## src/logic/lrc_consts.svh

```systemverilog
`ifndef LRC_CONSTS_SVH
`define LRC_CONSTS_SVH
`define LRC_ADDR_LOOP_CTRL    8'h44
`define LRC_ADDR_CRC_COUNT    8'h46
`define LRC_ADDR_TIMEOUT_CNT  8'h47
`define LRC_CLEAR_VALUE       8'h00
`define LRC_COUNT_RESET       8'h00
`define LRC_COUNT_ONE         8'h01
`define LRC_COUNT_MAX         8'hFF
`endif

```

## src/logic/lrc_pkg.sv

```systemverilog
`default_nettype none
package lrc_pkg;
    typedef logic [7:0] lrc_count_t;
    typedef struct packed {
        lrc_count_t crc_count;
        lrc_count_t timeout_count;
        lrc_count_t rdata;
    } lrc_state_t;
endpackage : lrc_pkg
`default_nettype wire

```

## src/logic/lrc_counters.sv

```systemverilog
// Functional notes
// RULE1 - Timeout counter adds one per loopback packet declared timed out.
// RULE2 - Timeout count is plain binary; zero means none, one means one.
// RULE3 - Timeout counter is eight bits; all ones means 255 timeouts.
// RULE4 - Error counter is eight-bit binary of bad returned packets, max 255.
// RULE5 - Writing zero to loopback control clears both counters.
// RULE6 - Error counter adds one per returned packet failing its check.
// RULE7 - Counters saturate at 255; writes to counter addresses are ignored.
`include "lrc_consts.svh"
`default_nettype none
module lrc_counters
    import lrc_pkg::*;
(
    input  wire logic       clk,
    input  wire logic       rst_b,
    input  wire logic       reg_wr,
    input  wire logic       reg_rd,
    input  wire logic [7:0] reg_addr,
    input  wire logic [7:0] reg_wdata,
    output logic      [7:0] reg_rdata,
    input  wire logic       loop_timeout_evt,
    input  wire logic       loop_fcs_err_evt
);
    lrc_state_t state_reg;
    lrc_state_t state_next;

    function automatic lrc_count_t sat_inc(input lrc_count_t v,
                                          input logic ev);
        // Saturating so software never sees a wrap mistaken for few events
        if (ev && v != `LRC_COUNT_MAX) begin // [RULE7]
            return v + `LRC_COUNT_ONE; // [RULE2]
        end
        return v;
    endfunction : sat_inc

    logic clr;
    assign clr = reg_wr && reg_addr == `LRC_ADDR_LOOP_CTRL
                 && reg_wdata == `LRC_CLEAR_VALUE;

    always_comb begin
        state_next = state_reg;
        // Clear wins over a same-cycle event; that event is dropped
        if (clr) begin // [RULE5]
            state_next.crc_count     = `LRC_COUNT_RESET;
            state_next.timeout_count = `LRC_COUNT_RESET;
        end else begin
            state_next.timeout_count =
                sat_inc(state_reg.timeout_count, loop_timeout_evt); // [RULE1]
            state_next.crc_count =
                sat_inc(state_reg.crc_count, loop_fcs_err_evt); // [RULE6]
        end
        // Counter addresses are read-only: writes fall through unused
        state_next.rdata = 8'h00; // [RULE7]
        if (reg_rd) begin
            unique case (reg_addr)
                `LRC_ADDR_CRC_COUNT: // [RULE4]
                    state_next.rdata = state_reg.crc_count;
                `LRC_ADDR_TIMEOUT_CNT: // [RULE3]
                    state_next.rdata = state_reg.timeout_count;
                default:               state_next.rdata = 8'h00;
            endcase
        end else begin
            state_next.rdata = state_reg.rdata;
        end
    end

    always_ff @(posedge clk or negedge rst_b) begin
        if (!rst_b) begin
            state_reg <= '0;
        end else begin
            state_reg <= state_next;
        end
    end

    assign reg_rdata = state_reg.rdata;

    property p_to_inc;
        @(posedge clk) disable iff (!rst_b)
        loop_timeout_evt && !clr
            && state_reg.timeout_count != `LRC_COUNT_MAX
        |=> state_reg.timeout_count
            == $past(state_reg.timeout_count) + `LRC_COUNT_ONE;
    endproperty
    a_to_inc: assert property (p_to_inc) // [RULE1]
        else $error("timeout count did not advance");

    property p_crc_inc;
        @(posedge clk) disable iff (!rst_b)
        loop_fcs_err_evt && !clr
            && state_reg.crc_count != `LRC_COUNT_MAX
        |=> state_reg.crc_count
            == $past(state_reg.crc_count) + `LRC_COUNT_ONE;
    endproperty
    a_crc_inc: assert property (p_crc_inc) // [RULE6]
        else $error("error count did not advance");

    property p_to_one;
        @(posedge clk) disable iff (!rst_b)
        state_reg.timeout_count == `LRC_COUNT_RESET
            && loop_timeout_evt && !clr
        |=> state_reg.timeout_count == `LRC_COUNT_ONE;
    endproperty
    a_to_one: assert property (p_to_one) // [RULE2]
        else $error("first timeout not counted as one");

    property p_clr;
        @(posedge clk) disable iff (!rst_b)
        clr |=> state_reg.crc_count == `LRC_COUNT_RESET
            && state_reg.timeout_count == `LRC_COUNT_RESET;
    endproperty
    a_clr: assert property (p_clr) // [RULE5]
        else $error("clear failed");

    property p_to_sat;
        @(posedge clk) disable iff (!rst_b)
        state_reg.timeout_count == `LRC_COUNT_MAX && !clr
        |=> state_reg.timeout_count == `LRC_COUNT_MAX;
    endproperty
    a_to_sat: assert property (p_to_sat) // [RULE3]
        else $error("timeout count wrapped");

    property p_crc_sat;
        @(posedge clk) disable iff (!rst_b)
        state_reg.crc_count == `LRC_COUNT_MAX && !clr
        |=> state_reg.crc_count == `LRC_COUNT_MAX;
    endproperty
    a_crc_sat: assert property (p_crc_sat) // [RULE4]
        else $error("error count wrapped");

    property p_to_hold;
        @(posedge clk) disable iff (!rst_b)
        !loop_timeout_evt && !clr
        |=> $stable(state_reg.timeout_count);
    endproperty
    a_to_hold: assert property (p_to_hold) // [RULE2]
        else $error("timeout count moved without event");

    property p_crc_hold;
        @(posedge clk) disable iff (!rst_b)
        !loop_fcs_err_evt && !clr
        |=> $stable(state_reg.crc_count);
    endproperty
    a_crc_hold: assert property (p_crc_hold) // [RULE7]
        else $error("error count moved without event");

    property p_rd_to;
        @(posedge clk) disable iff (!rst_b)
        reg_rd && reg_addr == `LRC_ADDR_TIMEOUT_CNT
        |=> reg_rdata == $past(state_reg.timeout_count);
    endproperty
    a_rd_to: assert property (p_rd_to) // [RULE3]
        else $error("timeout readback wrong");

    property p_rd_crc;
        @(posedge clk) disable iff (!rst_b)
        reg_rd && reg_addr == `LRC_ADDR_CRC_COUNT
        |=> reg_rdata == $past(state_reg.crc_count);
    endproperty
    a_rd_crc: assert property (p_rd_crc) // [RULE4]
        else $error("error count readback wrong");

    property p_rd_other;
        @(posedge clk) disable iff (!rst_b)
        reg_rd && reg_addr != `LRC_ADDR_CRC_COUNT
            && reg_addr != `LRC_ADDR_TIMEOUT_CNT
        |=> reg_rdata == `LRC_COUNT_RESET;
    endproperty
    a_rd_other: assert property (p_rd_other) // [RULE7]
        else $error("unmapped read not zero");

    property p_rdata_hold;
        @(posedge clk) disable iff (!rst_b)
        !reg_rd
        |=> $stable(reg_rdata);
    endproperty
    a_rdata_hold: assert property (p_rdata_hold) // [RULE2]
        else $error("read data changed without a read");

    property p_wr_to_ro;
        @(posedge clk) disable iff (!rst_b)
        reg_wr && reg_addr == `LRC_ADDR_TIMEOUT_CNT && !loop_timeout_evt
        |=> $stable(state_reg.timeout_count);
    endproperty
    a_wr_to_ro: assert property (p_wr_to_ro) // [RULE7]
        else $error("write changed timeout count");

    property p_wr_crc_ro;
        @(posedge clk) disable iff (!rst_b)
        reg_wr && reg_addr == `LRC_ADDR_CRC_COUNT && !loop_fcs_err_evt
        |=> $stable(state_reg.crc_count);
    endproperty
    a_wr_crc_ro: assert property (p_wr_crc_ro) // [RULE7]
        else $error("write changed error count");

    property p_ctrl_nonzero;
        @(posedge clk) disable iff (!rst_b)
        reg_wr && reg_addr == `LRC_ADDR_LOOP_CTRL
            && reg_wdata != `LRC_CLEAR_VALUE
            && !loop_timeout_evt && !loop_fcs_err_evt
        |=> $stable(state_reg.timeout_count)
            && $stable(state_reg.crc_count);
    endproperty
    a_ctrl_nonzero: assert property (p_ctrl_nonzero) // [RULE5]
        else $error("nonzero control write cleared counts");

    property p_cov_clr;
        @(posedge clk) disable iff (!rst_b)
        clr;
    endproperty
    c_clr: cover property (p_cov_clr);

    property p_cov_to_sat;
        @(posedge clk) disable iff (!rst_b)
        state_reg.timeout_count == `LRC_COUNT_MAX && loop_timeout_evt;
    endproperty
    c_to_sat: cover property (p_cov_to_sat);

    property p_cov_crc_sat;
        @(posedge clk) disable iff (!rst_b)
        state_reg.crc_count == `LRC_COUNT_MAX && loop_fcs_err_evt;
    endproperty
    c_crc_sat: cover property (p_cov_crc_sat);

    property p_cov_both;
        @(posedge clk) disable iff (!rst_b)
        loop_timeout_evt && loop_fcs_err_evt;
    endproperty
    c_both: cover property (p_cov_both);

    property p_cov_clr_evt;
        @(posedge clk) disable iff (!rst_b)
        clr && (loop_timeout_evt || loop_fcs_err_evt);
    endproperty
    c_clr_evt: cover property (p_cov_clr_evt);
endmodule : lrc_counters
`default_nettype wire

```

## config.mk

```make
export PLATFORM = sky130hd
export DESIGN_NAME = lrc_counters
export DESIGN_NICKNAME = d
export VERILOG_FILES = /design/src/logic/lrc_pkg.sv /design/src/logic/lrc_counters.sv
export VERILOG_INCLUDE_DIRS = /design/src /design/src/logic
export SDC_FILE = /design/constraint.sdc
export NUM_CORES = 1
export LEC_CHECK = 0
export CORE_MARGIN = 2
export CORE_UTILIZATION = 40
export DETAILED_ROUTE_END_ITERATION = 12
export DONT_BUFFER_PORTS = 1
export PLACE_DENSITY_LB_ADDON = 0.3
export SYNTH_ARGS = -nofsm -noshare
export SYNTH_HDL_FRONTEND = slang
export SYNTH_SLANG_ARGS = --single-unit
```

## constraint.sdc

```tcl
create_clock -name clk -period 2.9 [get_ports clk]
set_clock_uncertainty 0.1 [all_clocks]
set_input_delay 0.58 -clock clk [delete_from_list [all_inputs] [get_ports clk]]
set_output_delay 0.58 -clock clk [all_outputs]
set_load 0.005 [all_outputs]
```

# Word-level counts from Yosys, hierarchy flattened
# Cells that the tools add are included.
# W data, S select, Z words.
dict set report totals {
  regBits 24
  inputBits 22
  out_inout_bits 8
  wordCells 27
}
dict set report op_classes {
  n_addsub 2
  n_eq_ne 5
  n_mux 10
  reduce_logical 7
}
# cell n
set op_table {}
lappend op_table {{$mux W8} 4}
lappend op_table {{$eq A8 B7 Y1 const B} 3}
lappend op_table {{$add A8 B1 Y8 const B} 2}
lappend op_table {{$mux W16} 1}
lappend op_table {{$ne A8 B8 Y1 const B} 2}
lappend op_table {{$pmux W8 S2} 1}
lappend op_table {{$logic_not A8 Y1} 1}
lappend op_table {{$logic_and A1 B1 Y1} 4}
lappend op_table {{$mux W1} 4}
lappend op_table {{$reduce_bool A2 Y1} 2}

# Longest topological paths before layout
dict set report logic_depth {
  depth_word 6
  depth_mapped 5
}

# Least setup slack after synthesis
# Ideal clock, no wire load.
dict set report synth_path {
  path_kind {in2reg}
  from {input port reg_addr[5]}
  to {register state_reg[13] (netlist name)}
  setup_time_ns 0.126
  t_arrival_ns 1.506
  path_slack_ns 1.169
  path_stages 5
  path_cell_list {nor4b_4 nand3b_4 nor3_4 buf_6 a21oi_1}
}
dict set report synth_between {
  elab_chain_cells 4
  elab_cells_between_ends 5
}
# element line
set synth_rtl {}
lappend synth_rtl {{start: declaration} lrc_counters.sv:18} ;# input wire logic [7:0] reg_addr,
lappend synth_rtl {{$eq A8 B7 Y1 (no source line) (*)} n/a}
lappend synth_rtl {{$logic_and A1 B1 Y1 (no source line) (*) (2 in a row)} n/a}
lappend synth_rtl {{$mux W16 or $reduce_bool A2 Y1 (tied branches)} n/a}
lappend synth_rtl {{end signal: assignment} lrc_counters.sv:71} ;# state_reg <= state_next;
lappend synth_rtl {{end: declaration} lrc_counters.sv:24} ;# lrc_state_t state_reg;
# Mark *: on every way between the ends. The rest lies on a longest branch, timed or not.
# A chain may end at the register's enable or synchronous reset.

# Final worst setup path
dict set report layout_path {
  from {register state_reg[8] (netlist name)}
  to {register state_reg[9] (netlist name)}
}
dict set report layout_between {
  elab_chain_cells 5
  elab_cells_between_ends 9
}
# element
set layout_rtl {}
lappend layout_rtl {{parallel branches: the longest is 5 deep, another holds $add A8 B1 Y8}}
# Parallel ways; which one is timed is not known. The select of a mux whose other input is x is not followed.

==> out/qor.yml <==
status:
  status: "complete, no violations"
sta:
  rsz0062_at_grt: "false"
  fmax_mhz: 597
  maxSlewHeadroom: 0.286
  setup-tns-final_ns: 0
  final_max_slew_viol_count: 0
  hold_viol: 0
  min_period_ns: 1.67
  worstMarginPinSlew_ns: 1.07
  post-route-period-util: 0.577
  setup_violations: 0
power:
  p_clk_frac: 0.171
  power.switching_w: 0.000378
  switching_share: 0.375
  power_w: 0.00101
  leakage_nw: 0.556
  p_int_w: 0.000630
  pwr-share-comb: 0.257
  ir_worst_vdd_mv: 0.296
  sequentialPowerShare: 0.572
  powerDensity_nw_per_um2: 752
hold_path:
  whs_path_depth: 2
  hold_class: "in2reg"
synthesis:
  ys_warn_count: 0
  synth.distinct_cells: 30
  ys_ff_latch: 24
  avgSynthCellArea_um2: 10.6
  synth_cells: 124
  synth_area_um2: 1310
  syn_nets: 148
  seq_area_frac_synth: 0.458
  synth_ff_type: "dfrtp_1"
  async_reset_ff_frac: 1.00
  synth-edff-count: 0
worst_setup_path:
  start_kind: "flop"
  path_buf_inv: 0
  crit_fanout: 5
  required_ns: 2.98
  critPathCaptureType: "flop"
  critical_path.max_stage_delay_ns: 0.45
  path_delay_family: "flip-flops"
  r2r_setup_slack_ns: 1.23
  cp_data_arrival_time_ns: 1.76
  reg2reg_depth: 5
  worstPathCellList: "ha_1, nand3_1, o21ai_0, mux2i_1, nor2_1"
  critPathKind: "reg2reg"
  slowest_stage: "dfrtp_1"
  crit_cells: 5
clock_network:
  clock_sinks: 24
  hold_buffers: 1
  cts_tree: "yes"
  cts_buffers: 3
  cts.path.max_buffers: 2
  htreeDepth: 1
  cts_resized: 0
  cts-root-buf: "clkbuf_4"
  clk_pin_slew_ns: 0.13
  post_cts_buffers: 0
  clk_latency_ns: 0.31
floorplan:
  initial_core_util: 0.426
  die_w_um: 61.2
  io_pins: 30
  num_rows: 20
  core_um2: 3080
  die-area_um2: 3750
  die-height_um: 61.2
layout:
  fillers: 296
  finish.utilization: 0.435
  areaGrowthSynthToFinish_pct: 2.29
  mostFrequentLayoutCells: "24 x dfrtp_1, 12 x nor2_1, 8 x nor2b_1, 8 x a221o_1"
  fin_nets: 145
  largest_reg_flops: 16
  layout-drive-gt1-share: 0.0833
  n_antenna_cell: 0
  layout_commonest_cell: "dfrtp_1"
routing:
  drc: 0
  wire_per_inst_um: 16.4
  first_iter_violations: 70
  dr.pass1.iters: 4
  vias: 972
  wl_um: 2690
  viasPerCell: 5.93
  postRouteAntennaNets: 0
global_route:
  grt_overflow: 0
  antenna_found_initial: 0
  grt_max_degree: 25
  grt_pass1_wl_um: 4300
  track_usage: 0.158
  grt_pass1_vias: 953
run:
  cap_viol_max_count: 0
place:
  gp_congestion: 0.777
  io_buffers: 0
  dp_hpwl_um: 1970
-- cells by family after synthesis --
family,Yosys count,share of synthesized area
compound gates,28,0.162
xor+xnor,6,0.0401
fa+ha+maj,2,0.0191
buf+inv,11,0.0602
flops,24,0.458
mux,2,0.0153
simple gates,51,0.245
-- routing by layer --
layer  vias to the layer above  wire, um  track usage
met5                         -         0            0
met2                        46      1220        0.267
met4                         0        27       0.0652
met3                         4       188       0.0336
li1                        449         -            -
met1                       473      1250        0.195
-- area by class of cell --
| type | instances | area, um^2 | area share |
|---|---|---|---|
| clock buffer | 4 | 36.3 | 0.0271 |
| inverter | 2 | 7.51 | 0.00560 |
| multi-input combinational | 89 | 631 | 0.471 |
| sequential | 24 | 601 | 0.448 |
| tap | 44 | 55.1 | 0.0411 |
| timing repair buffer | 1 | 10.0 | 0.00747 |
-- power by group through the flow --
stage	sequential, W	combinational, W	clock [W]
after CTS	0.000574	0.000259	0.000180
final	0.000576	0.000259	0.000173
after global routing	0.000596	0.000305	0.000196
after floorplan	0.000535	0.000213	0
after detailed placement	0.000582	0.000249	0
after global placement	0.000575	0.000237	0
-- cells in the mapped netlist (3+ instances only) --
master    count  area (um^2)
nand3_1       6         30.0
nand4_1       4         25.0
a221o_1       8         80.1
nor2_1       12         45.0
a211oi_1      4         30.0
a21oi_1       4         20.0
nand2_1       3         11.3
buf_4         8         60.1
dfrtp_1      24          601
nor2b_1       8         50.1
nor3_1        6         30.0
xnor2_1       4         35.0
o21ai_0       4         20.0
-- through the flow --
stage	instances	hold slack [ns]	setup slack [ns]	area [um^2]
2_1_floorplan	124	0.184	1.17	1310
3_3_place_gp	159	0.185	0.914	1290
3_5_place_dp	159	0.185	0.895	1290
4_1_cts	164	0.355	1.18	1340
5_1_grt	164	0.378	1.05	1340
6_report	164	0.373	1.23	1340
-- worst paths after layout --
path | start | endpoint
setup / recovery | state_reg[8] | state_reg[9]
min in group asynchronous | rst_b | reg_rdata[0]
hold / removal | loop_fcs_err_evt | state_reg[18]
setup reg to reg | state_reg[8] | state_reg[9]
hold reg to reg | state_reg[13] | reg_rdata[5]
max in group asynchronous | rst_b | state_reg[12]
-- worst register-to-register path, cell delays in order (launching register included) --
cell	delay [ns]
dfrtp_1	0.45
ha_1	0.27
nand3_1	0.12
o21ai_0	0.34
mux2i_1	0.23
nor2_1	0.05
Note: power is estimated with default switching activity, not from simulation.
